## config.mk

```make
export PLATFORM = sky130hd
export DESIGN_NAME = sar_conversion_sequencer
export DESIGN_NICKNAME = d
export VERILOG_FILES = /design/src/hdl/sar_conv_clock.v /design/src/hdl/sar_conversion_sequencer.v
export VERILOG_INCLUDE_DIRS = /design/src /design/src/hdl
export SDC_FILE = /design/constraint.sdc
export NUM_CORES = 1
export LEC_CHECK = 0
export CAP_MARGIN = 20
export CORE_ASPECT_RATIO = 1.5
export CORE_MARGIN = 2
export CORE_UTILIZATION = 40
export DETAILED_ROUTE_END_ITERATION = 8
export DONT_BUFFER_PORTS = 1
export GPL_ROUTABILITY_DRIVEN = 0
export SYNTH_ARGS = -nofsm -noshare
export SYNTH_HDL_FRONTEND = slang
export SYNTH_SLANG_ARGS = --single-unit
```

## constraint.sdc

```tcl
create_clock -name clk_in -period 3.3 [get_ports clk_in]
set_input_delay 0.66 -clock clk_in [delete_from_list [all_inputs] [get_ports clk_in]]
set_output_delay 0.66 -clock clk_in [all_outputs]
set_load 0.05 [all_outputs]
```

## src/hdl/sar_seq_defs.vh

```
// timing counts, widths and code constants for the conversion sequencer
`ifndef SAR_SEQ_DEFS_VH
`define SAR_SEQ_DEFS_VH
`define SAR_BITS          18
`define SAR_CODE_ZERO     18'h00000
`define SAR_CODE_POS_MAX  18'h1ffff
`define SAR_CODE_NEG_MAX  18'h20000
`define SAR_CLK_NS        5
// conversion clock period and settle times, in ns
`define SAR_STEP_NS       20
`define SAR_OPEN_NS       10
`define SAR_ROUTE_NS      10
// cycle counts derived from the times above, least times rounded up
`define SAR_STEP_CYC      ((`SAR_STEP_NS + `SAR_CLK_NS - 1) / `SAR_CLK_NS)
`define SAR_OPEN_CYC      ((`SAR_OPEN_NS + `SAR_CLK_NS - 1) / `SAR_CLK_NS)
`define SAR_ROUTE_CYC     ((`SAR_ROUTE_NS + `SAR_CLK_NS - 1) / `SAR_CLK_NS)
`define SAR_TICK_W        4
`endif

```

## src/hdl/sar_conv_clock.v

```verilog
// internal conversion clock: free tick generator gated by a run request
`timescale 1ns/10ps
`default_nettype none
`include "sar_seq_defs.vh"
module sar_conv_clock (
  input  wire       clk_in,
  input  wire       arst_n_in,
  input  wire       ce_in,
  input  wire       run_in,
  output reg        tick_out
);
  localparam integer           LAST_I = `SAR_STEP_CYC - 1;
  localparam [`SAR_TICK_W-1:0] LAST   = LAST_I[`SAR_TICK_W-1:0];
  reg [`SAR_TICK_W-1:0] cnt_q;
  // stopped while idle so the oscillator draws nothing between conversions
  always @(posedge clk_in or negedge arst_n_in) begin
    if (!arst_n_in) begin
      cnt_q    <= {`SAR_TICK_W{1'b0}};
      tick_out <= 1'b0;
    end else if (ce_in) begin
      if (!run_in) begin
        cnt_q    <= {`SAR_TICK_W{1'b0}};
        tick_out <= 1'b0;
      end else if (cnt_q == LAST) begin
        cnt_q    <= {`SAR_TICK_W{1'b0}};
        tick_out <= 1'b1;
      end else begin
        cnt_q    <= cnt_q + {{(`SAR_TICK_W-1){1'b0}}, 1'b1};
        tick_out <= 1'b0;
      end
    end
  end
endmodule
`default_nettype wire

```

## src/hdl/sar_conversion_sequencer.v

```verilog
// successive-approximation conversion sequencer for an 18-bit differential converter
`timescale 1ns/10ps
`default_nettype none
`include "sar_seq_defs.vh"
module sar_conversion_sequencer (
  input  wire                  clk_in,
  input  wire                  arst_n_in,
  input  wire                  ce_in,
  input  wire                  convert_start_in,
  input  wire                  chain_select_input_in,
  input  wire                  cs_mode_in,
  input  wire                  comp_keep_in,
  input  wire                  over_range_in,
  input  wire                  under_range_in,
  output reg                   pos_sample_switch_out,
  output reg                   neg_sample_switch_out,
  output reg                   array_to_input_out,
  output reg  [`SAR_BITS-1:0]  pos_dac_ref_out,
  output reg  [`SAR_BITS-1:0]  neg_dac_ref_out,
  output reg                   acquiring_out,
  output reg                   powered_out,
  output reg  [`SAR_BITS-1:0]  result_out,
  output reg                   result_valid_out,
  output reg                   busy_ind_out
);
  // one-hot state codes, though each state decode here still compares all five bits of state_q
  localparam [4:0] S_ACQ   = 5'h01;
  localparam [4:0] S_OPEN  = 5'h02;
  localparam [4:0] S_ROUTE = 5'h04;
  localparam [4:0] S_TRIAL = 5'h08;
  localparam [4:0] S_DONE  = 5'h10;
  localparam integer LAST_BIT_I = `SAR_BITS - 1;
  localparam [4:0]   LAST_BIT   = LAST_BIT_I[4:0];

  reg  [4:0]           state_q;
  reg  [4:0]           bit_q;
  reg                  cnv_prev_q;
  reg  [`SAR_BITS-1:0] code_q;
  wire                 tick;
  wire                 running;
  wire                 cnv_rise;
  wire [`SAR_BITS-1:0] next_code;

  // offset-binary search code to two's complement: invert the sign bit
  function [`SAR_BITS-1:0] to_twos;
    input [`SAR_BITS-1:0] ob;
    begin
      to_twos = {~ob[`SAR_BITS-1], ob[`SAR_BITS-2:0]};
    end
  endfunction

  // bit index to the single array element it switches
  function [`SAR_BITS-1:0] onehot;
    input [4:0] idx;
    begin
      onehot = {{(`SAR_BITS-1){1'b0}}, 1'b1} << idx;
    end
  endfunction

  // one search step: drop the trial bit on overshoot, then try the next lower bit
  function [`SAR_BITS-1:0] trial_next;
    input [`SAR_BITS-1:0] cur;
    input [4:0]           idx;
    input                 keep;
    reg   [`SAR_BITS-1:0] kept;
    begin
      kept = keep ? cur : (cur & ~onehot(idx));
      if (idx == 5'h00)
        trial_next = kept;
      else
        trial_next = kept | onehot(idx - 5'h01);
    end
  endfunction

  // range flags override the search so an out-of-span input clamps instead of wrapping
  function [`SAR_BITS-1:0] final_code;
    input [`SAR_BITS-1:0] ob;
    input                 over;
    input                 under;
    begin
      if (over)
        final_code = `SAR_CODE_POS_MAX;
      else if (under)
        final_code = `SAR_CODE_NEG_MAX;
      else
        final_code = to_twos(ob);
    end
  endfunction

  // chip-select mode only; the chain-mode busy option is left to the readout side
  function busy_enable;
    input cs_mode;
    input sel;
    input convert_start;
    begin
      busy_enable = cs_mode & (~sel | ~convert_start);
    end
  endfunction

  assign running   = (state_q != S_ACQ);
  // cleared by reset, so a level already high at release counts as a fresh edge
  assign cnv_rise  = convert_start_in & ~cnv_prev_q;
  // only looked at on a tick, so the comparator has a whole step to settle
  assign next_code = trial_next(code_q, bit_q, comp_keep_in);

  sar_conv_clock u_clk (
    .clk_in    (clk_in),
    .arst_n_in (arst_n_in),
    .ce_in     (ce_in),
    .run_in    (running),
    .tick_out  (tick)
  );

  // every output is a flop, so the switch drivers never see a decode glitch
  always @(posedge clk_in or negedge arst_n_in) begin
    if (!arst_n_in) begin
      // reset parks the converter in acquisition with the switches closed
      state_q               <= S_ACQ;
      bit_q                 <= LAST_BIT;
      cnv_prev_q            <= 1'b0;
      code_q                <= `SAR_CODE_ZERO;
      pos_sample_switch_out <= 1'b1;
      neg_sample_switch_out <= 1'b1;
      array_to_input_out    <= 1'b1;
      pos_dac_ref_out       <= {`SAR_BITS{1'b0}};
      neg_dac_ref_out       <= {`SAR_BITS{1'b0}};
      acquiring_out         <= 1'b1;
      powered_out           <= 1'b0;
      result_out            <= `SAR_CODE_ZERO;
      result_valid_out      <= 1'b0;
      busy_ind_out          <= 1'b0;
    end else if (ce_in) begin
      // ce low freezes every register here and in the tick counter alike
      cnv_prev_q       <= convert_start_in;
      result_valid_out <= 1'b0;
      case (state_q)
        S_ACQ: begin
          if (cnv_rise) begin
            // a stale busy from the last result is withdrawn as the new sample is held
            pos_sample_switch_out <= 1'b0;
            neg_sample_switch_out <= 1'b0;
            acquiring_out         <= 1'b0;
            powered_out           <= 1'b1;
            busy_ind_out          <= 1'b0;
            state_q               <= S_OPEN;
          end
        end
        S_OPEN: begin
          // arrays leave the inputs only a conversion tick after the switches open
          if (tick) begin
            array_to_input_out <= 1'b0;
            state_q            <= S_ROUTE;
          end
        end
        S_ROUTE: begin
          // the MSB trial goes out on both arrays together, mirrored
          if (tick) begin
            bit_q           <= LAST_BIT;
            code_q          <= onehot(LAST_BIT);
            pos_dac_ref_out <= onehot(LAST_BIT);
            neg_dac_ref_out <= ~onehot(LAST_BIT);
            state_q         <= S_TRIAL;
          end
        end
        S_TRIAL: begin
          // convert_start is not looked at here, so the search always finishes
          if (tick) begin
            code_q <= next_code;
            if (bit_q == 5'h00) begin
              state_q <= S_DONE;
            end else begin
              pos_dac_ref_out <= next_code;
              neg_dac_ref_out <= ~next_code;
              bit_q           <= bit_q - 5'h01;
            end
          end
        end
        S_DONE: begin
          // code and return to acquisition share one cycle, so tracking restarts at once
          result_out            <= final_code(code_q, over_range_in, under_range_in);
          result_valid_out      <= 1'b1;
          busy_ind_out          <= busy_enable(cs_mode_in, chain_select_input_in, convert_start_in);
          pos_sample_switch_out <= 1'b1;
          neg_sample_switch_out <= 1'b1;
          array_to_input_out    <= 1'b1;
          pos_dac_ref_out       <= {`SAR_BITS{1'b0}};
          neg_dac_ref_out       <= {`SAR_BITS{1'b0}};
          acquiring_out         <= 1'b1;
          powered_out           <= 1'b0;
          state_q               <= S_ACQ;
        end
        default: begin
          // a corrupted state drops back to a safe acquisition with the arrays parked
          pos_sample_switch_out <= 1'b1;
          neg_sample_switch_out <= 1'b1;
          array_to_input_out    <= 1'b1;
          pos_dac_ref_out       <= {`SAR_BITS{1'b0}};
          neg_dac_ref_out       <= {`SAR_BITS{1'b0}};
          acquiring_out         <= 1'b1;
          powered_out           <= 1'b0;
          state_q               <= S_ACQ;
        end
      endcase
    end
  end
endmodule
`default_nettype wire

```

==> results.md <==
* Power Density at 898 nW/µm²
* Final setup fails at 0
* Main synth FF type: dfrtp_1
* Reg2reg setup slack at 690 ps
* Arrival @ worst endpoint at 2840 ps
* Core Region at 10900 µm²
* Cell taking the most area after synthesis: dfrtp_1
* DR iter-0 viols at 255
* Grt ovf at 0
* Die Height at 133 µm
* Worst VDD drop at 0.544 mV
* DRT Pass-1 Iters at 4
* Worst skew pair latency at 340 ps
* Worst slack at placement at 739 ps
* Mapped cell area at 4460 µm²
* Diode count at 0
* Top cells by area, synth: dfrtp_1 49%, a21oi_1 5.8%, a22o_1 4.1%, o21ai_0 3.6%, nor2_1 3.1%
* FP Rows at 47
* Hold buffer count at cts at 0
* Fin nets at 435
* Post-CTS Repair Setup Buffers at 0
* Slew HR at 0.266
* #FFs+latches synth at 93
* Detailed Place HPWL at 7660 µm
* TNS Setup at 0 ps
* Unique cell type count in the Yosys netlist at 55
* Post-synth ARST share at 1.00
* Tcrit/Tclk final at 0.790
* Final hold viol count at 0
* Fmax at 0.383 GHz
* Clock buffer depth at 2
* Tmin final at 2610 ps
* Via count at 3285
* # port buffers at 0
* Crit path launch type: flip-flop
* Crit. End Element: flip-flop
* H-tree levels at 3
* CTS tree: yes
* Setup ws final at 692 ps
* Hold WC Path Type: in -> async
* Number of synthesized flops with an enable pin at 0
* Drt drc at 0
* Post-CTS sizing at 0
* Layout cell share with drive strength beyond 1 at 0.129
* Antenna Violating Nets Remaining at 0
* Vias in the first global route at 3343
* Fin. max-slew vios at 0
* Yosys warns at 0
* Num CTS Buffers at 9
* Area Overhead vs Synth at 7.63%
* Status: completed
* Vias per Instance at 5.74
* Gr usage total at 0.185
* Average cell area after synthesis at 10.3 µm²
* Critical path peak fanout at 8
* Antenna violations before repair at 0
* RSZ-0062 raised after global routing: no
* Most common cell after layout, fill and taps aside: dfrtp_1
* Leakage at 0.00205 µW
* Finished Core Util at 0.439
* Most frequent cells in the layout: 88 x dfrtp_1, 52 x a21oi_1, 37 x nor2_1, 32 x o21ai_0, 25 x nand2_1
* Die area at 12000 µm²
* Initial core utilization at 0.408
* Hold_ws at 16.1 ps
* Sequential fraction of the synthesis area at 0.523
* Worst EP required at 3530 ps
* Crit Path Class: reg -> reg
* Root buf cell: clkbuf_16
* Worst-Margin Slew at 1100 ps
* I/O pins at 70
* Gate Count Post-Synth at 432
* Clock Sinks at 93
* Reg clk slew, reported paths at 60 ps
* Syn Nets at 447
* First-pass GRT wire length at 17800 µm
* Largest net degree at the start of global routing at 94
* Drt wl/cell at 18.7 µm
* Clk_skew at 7.71 ps
* Max cap viols at 0
* Top cell type's share of synthesized area at 0.494
* Routed wire length at 10700 µm
* Die Span X at 90.2 µm
-- metal layers --
layer  track usage  up-vias  routed length, µm
li1              -     1565                  -
met1         0.211     1612               4310
met2         0.327       88               5580
met3        0.0407       20                485
met4        0.0932        0                315
met5             0        -                  0
-- power by group --
group	switching (µW)	total [µW]	internal (µW)	leakage [µW]
Combinational	571	1020	454	0.000696
Sequential	953	2350	1390	0.00122
Clock	414	942	529	0.000136
-- critical path, stage by stage, from the launching register on --
cell and delay, ps:
dfstp_2 560, inv_1 110, ha_1 300, nor2_1 190
a21oi_1 200, o41ai_1 860, nor2_1 80, o22a_1 190
-- cell type report --
type                    count  area [µm²]
clock buffers              12         246
repair buffers              5        37.5
fillers                  1083        6140
clock inverters             4        23.8
well taps                 147         184
multi-input cells         298        1930
inverters                  13        48.8
flip-flops and latches     93        2330
-- path summary, 6_finish.rpt --
| check | from | endpoint | depth (start not counted) |
|---|---|---|---|
| worst max-delay path | bit_q[0] | neg_dac_ref_out[10] | 7 |
| worst min-delay path | arst_n_in | powered_out | 0 |
| worst max register to register | bit_q[0] | neg_dac_ref_out[10] | 7 |
| worst min register to register | cnv_prev_q | cnv_prev_q | 1 |
| max in group asynchronous | arst_n_in | bit_q[4] | 0 |
| min in group clk_in | ce_in | u_clk.tick_out | 1 |
-- cell usage after synthesis, types with 2 or more instances --
| library cell | number |
|---|---|
| nand2_1 | 25 |
| o41ai_1 | 8 |
| nor4b_1 | 2 |
| buf_6 | 4 |
| ha_1 | 6 |
| dfstp_2 | 5 |
| nor3b_1 | 3 |
| buf_4 | 4 |
| o22a_1 | 10 |
| o21ai_0 | 32 |
| o22ai_1 | 5 |
| o2bb2ai_1 | 5 |
| o21a_1 | 9 |
| or3b_2 | 4 |
| clkbuf_1 | 14 |
| a21o_1 | 2 |
| inv_1 | 12 |
| mux2_2 | 3 |
| nand3_1 | 5 |
| and2_1 | 3 |
| o21ai_1 | 3 |
| nor2_1 | 37 |
| or2_2 | 2 |
| nand2b_1 | 8 |
| a22o_1 | 21 |
| buf_2 | 6 |
| nor3_1 | 6 |
| o221a_2 | 9 |
| a21oi_1 | 52 |
| dfrtp_1 | 88 |
| nor4_1 | 2 |
| o2bb2ai_2 | 4 |
| xnor2_1 | 4 |
| nor2b_1 | 6 |
| and3_1 | 2 |
| o31ai_1 | 2 |
-- flip-flops by register name (all words and copies together), names as in the netlist, 4 cells and up --
| signal | count |
|---|---|
| pos_dac_ref_out | 18 |
| u_clk.cnt_q | 4 |
| state_q | 5 |
| neg_dac_ref_out | 18 |
| code_q | 18 |
| result_out | 18 |
| bit_q | 5 |
-- per-stage QoR --
step                area [µm²]  std cells  power (µW)
finish                    4800        572        4310
CTS                       4800        572        4350
global placement          4530        556        3370
floorplan                 4460        432        3180
global route              4800        572        4550
detailed placement        4530        556        3400
-- cells by family (layout without fill, tap and decap cells) --
group                      after synthesis  in the layout  synth area share
xor gates and xnor gates                 4              4           0.00785
adders and majority gates                6              6            0.0168
muxes                                    3              3           0.00757
buffers and inverters                   41             34            0.0463
AOI/OAI and AO/OA                      170            170             0.265
DFF                                     93             93             0.523
and+or+nand+nor                        115            115             0.134
Note: power is estimated with default switching activity, not from simulation.
